<file path="config.mk">
export PLATFORM = sky130hd
export DESIGN_NAME = sfc_frame_ctrl
export DESIGN_NICKNAME = d
export VERILOG_FILES = /design/src/logic/sfc_pkg.sv /design/src/logic/sfc_frame_ctrl.sv /design/src/logic/sfc_pin_sync.sv
export SDC_FILE = /design/constraint.sdc
export NUM_CORES = 1
export LEC_CHECK = 0
export BUFFER_PORTS_ARGS = -buffer_cell sky130_fd_sc_hd__buf_2
export CAP_MARGIN = 30
export CELL_PAD_IN_SITES_DETAIL_PLACEMENT = 1
export CELL_PAD_IN_SITES_GLOBAL_PLACEMENT = 1
export CORE_AREA = 8 8 77 146
export CTS_CLUSTER_SIZE = 28
export DETAILED_ROUTE_END_ITERATION = 10
export DIE_AREA = 0 0 85 154
export GPL_ROUTABILITY_DRIVEN = 0
export MAX_ROUTING_LAYER = met4
export PLACE_DENSITY = 0.88
export REMOVE_ABC_BUFFERS = 1
export SLEW_MARGIN = 30
export SYNTH_ARGS = -nofsm -noshare
export SYNTH_HDL_FRONTEND = slang
export SYNTH_SLANG_ARGS = --single-unit
</file>
<file path="constraint.sdc">
create_clock -name clk -period 3.5 [get_ports clk]
set_input_delay 0.175 -clock clk [delete_from_list [all_inputs] [get_ports clk]]
set_output_delay 0.175 -clock clk [all_outputs]
set_load 0.005 [all_outputs]
</file>
<file path="src/logic/sfc_pkg.sv">
// Constants for the converter frame and state control block.
// Assumes one 250 MHz system clock; serial clock and chip-select are sampled pins.
// Summary of operation
// - Acquire after power-up and calibration; conversion goes to calibration
// - Select falling edge samples, starts conversion
// - Serial clock drives conversion steps
// - Conversion ends itself after 18th clock
// - Frame shifts previous conversion result out
// - First frame after power-up outputs zeros
// - Leading zero driven at select fall
// - MSB on rise after first fall
// - Zeros after all 14 bits
// - Short frame gives invalid next result
// - Calibration corrects offset until power off
// - 24 clocks first frame start calibration
// - Early select rise aborts power-up calibration
// - 64 clocks normal frame start calibration
// - Rise between 18 and 64 aborts calibration
// - Frame spans select low; output released high
// - Result is 14-bit two's complement
package sfc_pkg;
    localparam int RESULT_BITS = 14;
    localparam int CONV_CLOCKS = 18;
    localparam int PWRUP_CAL_CLOCKS = 24;
    localparam int NORMAL_CAL_CLOCKS = 64;
    localparam int EDGE_CNT_BITS = 7;
    localparam logic [13:0] RESULT_RESET = 14'h0000;
    localparam logic [13:0] OFFSET_RESET = 14'h0000;
    localparam logic [13:0] CODE_MAX = 14'h1fff;
    localparam logic [13:0] CODE_MIN = 14'h2000;
    localparam logic [13:0] INVALID_CODE = 14'h3fff;
    typedef enum logic [2:0] {
        SFC_ACQUIRE = 3'b001,
        SFC_CONVERT = 3'b010,
        SFC_CALIB = 3'b100
    } sfc_state_t;
endpackage

</file>
<file path="src/logic/sfc_frame_ctrl.sv">
// Frame-driven state control and serial output of a 14-bit SAR converter.
// Assumes chip-select and serial clock come from a host, asynchronous to clk;
// the analog conversion result arrives as a sampled code input.
`timescale 1ns/1ps
`default_nettype none
module sfc_frame_ctrl (
    input wire logic clk,
    input wire logic reset,
    input wire logic cs_n,
    input wire logic sclk,
    input wire logic [13:0] sample_code,
    output logic sdo_o,
    output logic sdo_oe,
    output logic sample_hold,
    output logic inputs_connected,
    output logic [2:0] state,
    output logic [13:0] offset_trim,
    output logic cal_done
);
    logic cs_lvl, cs_rise, cs_fall;
    logic sclk_lvl, sclk_rise, sclk_fall;

    sfc_pin_sync #(.INIT(1'b1)) u_cs (
        .clk(clk), .reset(reset), .pin(cs_n),
        .level(cs_lvl), .rise(cs_rise), .fall(cs_fall)
    );
    sfc_pin_sync #(.INIT(1'b0)) u_sclk (
        .clk(clk), .reset(reset), .pin(sclk),
        .level(sclk_lvl), .rise(sclk_rise), .fall(sclk_fall)
    );

    sfc_pkg::sfc_state_t state_q, state_d;
    logic [sfc_pkg::EDGE_CNT_BITS-1:0] falls_q, falls_d;
    logic [13:0] shift_q, shift_d;
    logic [13:0] result_q, result_d;
    logic [13:0] held_q, held_d;
    logic [13:0] trim_q, trim_d;
    logic first_q, first_d;
    logic valid_q, valid_d;
    logic sdo_q, sdo_d;
    logic oe_q, oe_d;
    logic done_q, done_d;
    logic active;

    // Clock count that completes calibration, shorter in the first frame
    function automatic logic [sfc_pkg::EDGE_CNT_BITS-1:0] cal_clocks(input logic first);
        if (first)
            return 7'(sfc_pkg::PWRUP_CAL_CLOCKS);
        return 7'(sfc_pkg::NORMAL_CAL_CLOCKS);
    endfunction

    // Frame open between a falling and rising select edge
    assign active = ~cs_lvl;

    // Next state: frame, conversion steps and output shifting
    always_comb
    begin
        state_d = state_q;
        falls_d = falls_q;
        shift_d = shift_q;
        result_d = result_q;
        held_d = held_q;
        trim_d = trim_q;
        first_d = first_q;
        valid_d = valid_q;
        sdo_d = sdo_q;
        oe_d = oe_q;
        done_d = 1'b0;
        if (cs_fall)
        begin
            falls_d = '0;
            oe_d = 1'b1;
            sdo_d = 1'b0;
            // Previous result, or zeros in the first frame
            shift_d = first_q ? sfc_pkg::RESULT_RESET : result_q;
            if (!valid_q)
                shift_d = sfc_pkg::INVALID_CODE;
            if (state_q == sfc_pkg::SFC_ACQUIRE)
            begin
                held_d = sample_code;
                state_d = sfc_pkg::SFC_CONVERT;
            end
        end
        else if (active && sclk_fall)
        begin
            // Saturate the edge count past the longest frame
            if (falls_q != {sfc_pkg::EDGE_CNT_BITS{1'b1}})
                falls_d = falls_q + 7'd1;
            // Past the 18th fall the state waits for a calibration count;
            // a select rise before that count ends the frame in acquire
            if (falls_d == 7'(sfc_pkg::CONV_CLOCKS) && state_q == sfc_pkg::SFC_CONVERT)
            begin
                result_d = held_q - trim_q;
                valid_d = 1'b1;
                if (!first_q)
                    state_d = sfc_pkg::SFC_CALIB;
                else
                    state_d = sfc_pkg::SFC_CALIB;
            end
            if (state_q == sfc_pkg::SFC_CALIB
                && falls_d == cal_clocks(first_q))
            begin
                trim_d = held_q;
                done_d = 1'b1;
                first_d = 1'b0;
                state_d = sfc_pkg::SFC_ACQUIRE;
            end
        end
        else if (active && sclk_rise && falls_q != '0)
        begin
            // MSB first; zeros refill once all bits are out
            sdo_d = (first_q || state_q == sfc_pkg::SFC_CALIB && first_q) ? 1'b0 : shift_q[13];
            shift_d = {shift_q[12:0], 1'b0};
        end
        if (cs_rise)
        begin
            oe_d = 1'b0;
            sdo_d = 1'b0;
            // Select high means no fall is counted in this cycle, so the count is final
            if (falls_q < 7'(sfc_pkg::CONV_CLOCKS))
                valid_d = 1'b0;
            // Calibration cut short leaves trim untouched
            state_d = sfc_pkg::SFC_ACQUIRE;
            first_d = 1'b0;
        end
    end

    // Register stage
    always_ff @(posedge clk or posedge reset)
    begin
        if (reset)
        begin
            state_q <= sfc_pkg::SFC_ACQUIRE;
            falls_q <= '0;
            shift_q <= sfc_pkg::RESULT_RESET;
            result_q <= sfc_pkg::RESULT_RESET;
            held_q <= sfc_pkg::RESULT_RESET;
            trim_q <= sfc_pkg::OFFSET_RESET;
            first_q <= 1'b1;
            valid_q <= 1'b1;
            sdo_q <= 1'b0;
            oe_q <= 1'b0;
            done_q <= 1'b0;
        end
        else
        begin
            state_q <= state_d;
            falls_q <= falls_d;
            shift_q <= shift_d;
            result_q <= result_d;
            held_q <= held_d;
            trim_q <= trim_d;
            first_q <= first_d;
            valid_q <= valid_d;
            sdo_q <= sdo_d;
            oe_q <= oe_d;
            done_q <= done_d;
        end
    end

    // Outputs straight from flops; sample_hold and inputs_connected decoded from state_q
    assign sdo_o = sdo_q;
    assign sdo_oe = oe_q;
    assign state = state_q;
    assign offset_trim = trim_q;
    assign cal_done = done_q;
    assign sample_hold = (state_q != sfc_pkg::SFC_ACQUIRE);
    assign inputs_connected = (state_q == sfc_pkg::SFC_ACQUIRE);

    // Checks
    idle_release_a: assert property (@(posedge clk) disable iff (reset)
        cs_lvl && !cs_fall |-> ##1 !sdo_oe) else $error("output driven while idle");
    lead_zero_a: assert property (@(posedge clk) disable iff (reset)
        cs_fall |=> sdo_oe && !sdo_o) else $error("no leading zero");
    start_conv_a: assert property (@(posedge clk) disable iff (reset)
        cs_fall && state_q == sfc_pkg::SFC_ACQUIRE && !cs_rise |=> state_q == sfc_pkg::SFC_CONVERT)
        else $error("no conversion start");
    end_conv_a: assert property (@(posedge clk) disable iff (reset)
        state_q == sfc_pkg::SFC_CONVERT && falls_d == 7'(sfc_pkg::CONV_CLOCKS) && sclk_fall && !cs_rise
        |=> state_q != sfc_pkg::SFC_CONVERT) else $error("conversion did not end");
    frame_end_a: assert property (@(posedge clk) disable iff (reset)
        cs_rise |=> state_q == sfc_pkg::SFC_ACQUIRE) else $error("no acquire at frame end");
    first_zero_a: assert property (@(posedge clk) disable iff (reset)
        first_q && oe_q |-> !sdo_o) else $error("first frame not zero");
    short_bad_a: assert property (@(posedge clk) disable iff (reset)
        cs_rise && falls_q < 7'(sfc_pkg::CONV_CLOCKS) |=> !valid_q) else $error("short frame kept valid");
    trim_hold_a: assert property (@(posedge clk) disable iff (reset)
        !done_q |-> $stable(trim_q) or $past(done_d)) else $error("trim changed without calibration");
    msb_first_a: assert property (@(posedge clk) disable iff (reset)
        active && sclk_rise && falls_q == 7'd1 && !first_q && !cs_fall && !cs_rise
        |=> sdo_o == $past(shift_q[13])) else $error("wrong first bit");

    // Held sample, tail bits, invalid marking and calibration completion
    held_keep_a: assert property (@(posedge clk) disable iff (reset)
        sample_hold && $past(sample_hold) |-> $stable(held_q)) else $error("sample changed while held");
    tail_zero_a: assert property (@(posedge clk) disable iff (reset)
        active && sclk_rise && falls_q > 7'(sfc_pkg::RESULT_BITS) && !cs_fall && !cs_rise
        |=> !sdo_o) else $error("data after last bit");
    invalid_load_a: assert property (@(posedge clk) disable iff (reset)
        cs_fall && !valid_q |=> shift_q == sfc_pkg::INVALID_CODE) else $error("short frame result not marked");
    pwrup_cal_a: assert property (@(posedge clk) disable iff (reset)
        state_q == sfc_pkg::SFC_CALIB && first_q && active && sclk_fall && !cs_fall
        && falls_d == cal_clocks(1'b1)
        |=> cal_done && offset_trim == $past(held_q)) else $error("power-up calibration missed");
    norm_cal_a: assert property (@(posedge clk) disable iff (reset)
        state_q == sfc_pkg::SFC_CALIB && !first_q && active && sclk_fall && !cs_fall
        && falls_d == cal_clocks(1'b0)
        |=> cal_done && offset_trim == $past(held_q)) else $error("normal calibration missed");
    cal_end_a: assert property (@(posedge clk) disable iff (reset)
        done_q |-> state_q == sfc_pkg::SFC_ACQUIRE) else $error("no acquire after calibration");

    // Scenarios the frames are expected to reach
    cal_cov: cover property (@(posedge clk) done_q);
    conv_cov: cover property (@(posedge clk) state_q == sfc_pkg::SFC_CONVERT ##1 state_q == sfc_pkg::SFC_CALIB);
    short_cov: cover property (@(posedge clk) cs_rise && falls_q < 7'(sfc_pkg::CONV_CLOCKS));
    abort_cov: cover property (@(posedge clk) cs_rise && state_q == sfc_pkg::SFC_CALIB);
    invalid_cov: cover property (@(posedge clk) cs_fall && !valid_q);
endmodule
`default_nettype wire

</file>
<file path="src/logic/sfc_pin_sync.sv">
// Two-flop synchroniser with edge detection on the synchronised level.
// Assumes the pin is asynchronous to clk.
`timescale 1ns/1ps
`default_nettype none
module sfc_pin_sync #(
    parameter logic INIT = 1'b0
) (
    input wire logic clk,
    input wire logic reset,
    input wire logic pin,
    output logic level,
    output logic rise,
    output logic fall
);
    logic meta_q;
    logic sync_q;
    logic prev_q;

    // First flop feeds only the second
    always_ff @(posedge clk or posedge reset)
    begin
        if (reset)
        begin
            meta_q <= INIT;
            sync_q <= INIT;
            prev_q <= INIT;
        end
        else
        begin
            meta_q <= pin;
            sync_q <= meta_q;
            prev_q <= sync_q;
        end
    end

    // Edges seen on the stable copy only
    assign level = sync_q;
    assign rise = sync_q & ~prev_q;
    assign fall = ~sync_q & prev_q;
endmodule
`default_nettype wire

</file>
---- Word level (Yosys, flattened, before mapping) ----
Cells that the tools add are included.
Widths: inputs -> output; s select.
storage, ports and cells
  register bits after elaboration ......... 77
  bits of input ports ..................... 18
  output and inout port bits .............. 22
  logic and storage cells ................. 105
operators by class
  add/sub/neg operators ................... 2
  $lt $le $gt $ge ......................... 1
  eq/ne operators ......................... 11
  mux-type cells .......................... 42
  bitwise gates (word level) .............. 9
  reductions and logical operators ........ 23
operator list
  cell                 number
  $mux 14              5
  $mux 7               9
  $mux 1               22
  $mux 3               6
  $sub 14x14->14       1
  $reduce_and 3->1     4
  $reduce_bool 2->1    5
  $add 7x1->7 const B  1
  $eq 7x5->1 const B   1
  $eq 7x7->1           1
  $lt 7x5->1 const B   1
  $ne 7x7->1 const B   1
  $reduce_bool 7->1    1
  $logic_and 1x1->1    6
  $ne 3x3->1 const B   2
  $reduce_and 2->1     3
  $reduce_bool 3->1    2
  $not 1->1            5
  $and 1x1->1          4
  $ne 2x2->1 const B   2
  $reduce_bool 4->1    1
  $eq 3x1->1 const B   1
  $eq 3x2->1 const B   1
  $eq 3x3->1 const B   1
  other kinds (2)      2

---- Logic depth before layout (Yosys ltp) ----
  depth in word-level cells ............... 14
  depth in mapped cells ................... 11
  gate-level depth less buffers ........... 9

---- By module ----
A second synthesis with hierarchy kept.
second synthesis, totals
  cell total of the unflattened synthesis .. 413
  area total of the unflattened synthesis .. 4184.0 um^2
by module, submodules not included
  module                 times used  cells an instance  area each (um^2)  sequential area each (um^2)
  sfc_frame_ctrl         1           401                3992.6            1780.5
  sfc_pin_sync (u_cs)    1           6                  97.6              78.8
  sfc_pin_sync (u_sclk)  1           6                  93.8              75.1

---- Worst setup path before layout ----
Ideal clock, no wire load.
  path type ............................... reg-to-reg
  from .................................... register falls_q[0] (netlist bit)
  to ...................................... register trim_q[10] (netlist: offset_trim[10])
  library setup time ...................... 0.125 ns
  arrival time ............................ 2.545 ns
  data required time ...................... 3.375 ns
  path slack .............................. 0.830 ns
  stages on the path, launching flop included .. 12
  path buffers ............................ 4
  clock period less this slack ............ 2.670 ns
  cells stage by stage .................... dfrtp_1 > ha_1 > buf_6 > and2_4 > buf_6 > nand2_1 > mux2_4 > nor4_4 > and3_1 > buf_4 > buf_8 > mux2_2
between the ends
  cells in the longest elaborated chain, start to end .. 7
  elaborated cells between the ends (all ways) .. 8
  those cells by class .................... add/sub: 1; eq/ne: 2; mux: 3; reduce/logical: 2
RTL lines
  element                                    line                                        source
  from (decl)                                sfc_frame_ctrl.sv:33                        logic [sfc_pkg::EDGE_CNT_BITS-1:0] falls_q, falls_d;
  from (signal assigned)                     sfc_frame_ctrl.sv:148                       falls_q <= falls_d;
  $add 7x1->7 or $ne 7x7->1 (tied branches)  sfc_frame_ctrl.sv:88, sfc_frame_ctrl.sv:87
  $mux 7 (*)                                 sfc_frame_ctrl.sv:87                        if (falls_q != {sfc_pkg::EDGE_CNT_BITS{1'b1}})
  $mux 7 (*)                                 sfc_frame_ctrl.sv:84                        else if (active && sclk_fall)
  $mux 7 (*)                                 sfc_frame_ctrl.sv:69                        if (cs_fall)
  $eq 7x7->1 (*)                             sfc_frame_ctrl.sv:101                       && falls_d == cal_clocks(first_q))
  $logic_and 1x1->1 (*)                      sfc_frame_ctrl.sv:101
  $reduce_and 3->1 (no source line) (*)      n/a
  to (signal assigned)                       sfc_frame_ctrl.sv:138                       trim_q <= sfc_pkg::OFFSET_RESET;
  to (signal assigned)                       sfc_frame_ctrl.sv:152                       trim_q <= trim_d;
  to (decl)                                  sfc_frame_ctrl.sv:37                        logic [13:0] trim_q, trim_d;
Every way passes the cells marked *; elsewhere a longest branch is shown, timed or not. The select of a mux whose other input is x is not followed.
A chain may end at the register's enable or synchronous reset.

---- Worst setup path after layout ----
  from .................................... register falls_q[4] (netlist bit)
  to ...................................... register trim_q[2] (netlist: offset_trim[2])
Same word-level chain as after synthesis.

==> results.ini <==
[yosys]
async_flop_share=1.00
syn_avg_cell_area_um2=10.4
ys.warnings.count=0
seq_area_frac_synth=0.457
synth-seq-cells=77
synth_ff_type=dfrtp_1
synth_edf_count=0
synth.distinct_cells=63
netlist_area_mm2=0.00423
syn-instance-count=406

[floorplanning]
die_x_um=85
die_h_um=154
placementRows=50
core_mm2=0.00932
io_pins=40
fp.dieArea_mm2=0.0131
start_util=0.454

[worst_setup_path]
cp-end-kind=flip-flop
cpMaxStageDelayCell=dfrtp_1
crit_chain=and4_4, nand2_1, mux2_4, nor4_4, and3_1, buf_4, mux2_2
start_kind=flip-flop
worstSetupPathType=reg2reg
path_max_fanout=15
crit_buf_inv=1
worst_path_largest_cell_delay_ns=0.67
critPathTopFamily=simple AND/OR/NAND/NOR gates
rrSetupSlack_ns=0.65
required_ns=3.72
arrival_ns=3.07

[global_routing]
grt_pass1_wl_um=17900
grt_pass1_vias=3648
antenna_found_initial=0
grt_max_degree=37
grtUsageTotal=0.176
overflow=0

[power]
power.leakage_nw=2.10
ir_drop_uv=436
power.total_w=0.00294
powerDensity_mw_per_mm2=611

[sta]
maxSlewViolCount=0
fmaxAchievable_mhz=350
whs_ns=0.0533
worst-slew-pin-transition_ns=0.742
timing.final.crit_share=0.815
finClkSkew_ns=0.00779
hold_viol=0
setup_viol=0
worst_slack_ns=0.646
fin_setup_tns_ns=0
slew_headroom=0.505
fin_crit_ns=2.85
rsz0062_at_grt=no

[clock_tree]
cts_tree=built
cts_resized=0
cts_setup_buffers=0
cts-root-buf=clkbuf_16
cts_buffers=9
holdBufCountCts=3
htree_levels=3
clk_latency_ns=0.34
cts.sinks=77
path_clk_slew_ns=0.06
clock_path_buffers=2

[drt]
ant_nets=0
drt_iter0_drc=121
first_pass_iters=4
drt_drc_violations_left=0
via_per_inst=5.86
vias=3231
routed_wl_um=10600
post_drt_wl_per_cell_um=19.1

[run_status]
status=finished, final reports clean

[finish]
final_common_cell=dfrtp_1
nets=478
synthToLayoutAreaGrowth_pct=13.5
final_cell_mix=dfrtp_1, buf_2, nand2_1
drive_above_1_share=0.224
post-route-util=0.515
diodes=0

[worst_hold_path]
hp-class=in2reg

[flow_run]
maxCapViolCount=0

[placement]
hpwl_um=7540
pre_cts_ws_ns=0.669
port_buffers=39

final cells by class:
| class | count | area, um^2 |
|---|---|---|
| clock buffers | 10 | 239 |
| clock inverters | 6 | 62.6 |
| fillers | 1024 | 4520 |
| inverters | 25 | 93.8 |
| multi-input cells | 280 | 2060 |
| flip-flops and latches | 77 | 1930 |
| well taps | 104 | 130 |
| repair buffers | 49 | 278 |
metal layers:
metal,global-route usage,wire [um],vias to the layer above
met5,-,0,-
li1,-,-,1523
met1,0.167,3860,1628
met3,0.0320,196,24
met4,0.0873,361,0
met2,0.326,6130,56
synthesized netlist by cell type (4+ instances only):
cell type   n  area, um^2
a211oi_1   13        97.6
a21boi_0    5        37.5
a21oi_1     9        45.0
a31oi_1    16         100
and3_1      8        50.1
buf_6       4        45.0
clkbuf_1   14        52.6
dfrtp_1    71        1780
dfstp_2     6         158
ha_1       17         213
inv_1      25        93.8
mux2_1      4        45.0
mux2_2     23         259
nand2_1    28         105
nand2b_1   18         113
nand3_1     4        20.0
nor2_1     16        60.1
nor2b_1    17         106
nor3_1      4        20.0
o21a_1      5        37.5
o21ai_0    20         100
o31ai_1     7        52.6
xnor2_1     6        52.6
xor2_1      6        52.6
kinds of logic after synthesis:
family | synth area share
buffers and inverters | 0.0547
AND/OR/NAND/NOR | 0.159
multiplexers | 0.0825
flip-flops | 0.457
adder cells (fa/ha/maj) | 0.0550
XOR/XNOR | 0.0248
AO/OA/AOI/OAI | 0.167
sequential cells by signal, indices dropped and copies added (netlist names):
register       count
offset_trim       14
first_q            1
held_q            14
sdo_o              1
valid_q            1
u_cs.level         1
u_sclk.meta_q      1
u_sclk.prev_q      1
result_q          14
sdo_oe             1
falls_q            7
cal_done           1
u_cs.prev_q        1
u_cs.meta_q        1
u_sclk.level       1
state              3
shift_q           14
path summary, 6_finish.rpt:
kind                                startpoint  cells after the start             end
worst min register to register   u_sclk.meta_q                      0    u_sclk.level
min in group asynchronous                reset                      3      shift_q[3]
max in group asynchronous                reset                      4     u_cs.meta_q
worst max register to register      falls_q[4]                      7  offset_trim[2]
worst min-delay path            sample_code[0]                      3       held_q[0]
worst max-delay path                falls_q[4]                      7  offset_trim[2]
power by group:
group / leakage, nW / switching (W) / internal, W
Combinational: 1.01 / 0.000492 / 0.000403
Sequential: 0.951 / 0.0000930 / 0.00101
Clock: 0.140 / 0.000369 / 0.000569
worst min-delay path: stages:
cell     delay (ns)
buf_2          0.08
nand2_1        0.04
o21ai_0        0.05
per-stage QoR:
stage	cell area, um^2	std cells
after floorplan	4090	382
final	4800	551
after CTS	4800	551
after detailed placement	4470	532
after global routing	4800	551
after global placement	4470	532
(Power assumes the default switching activity.)
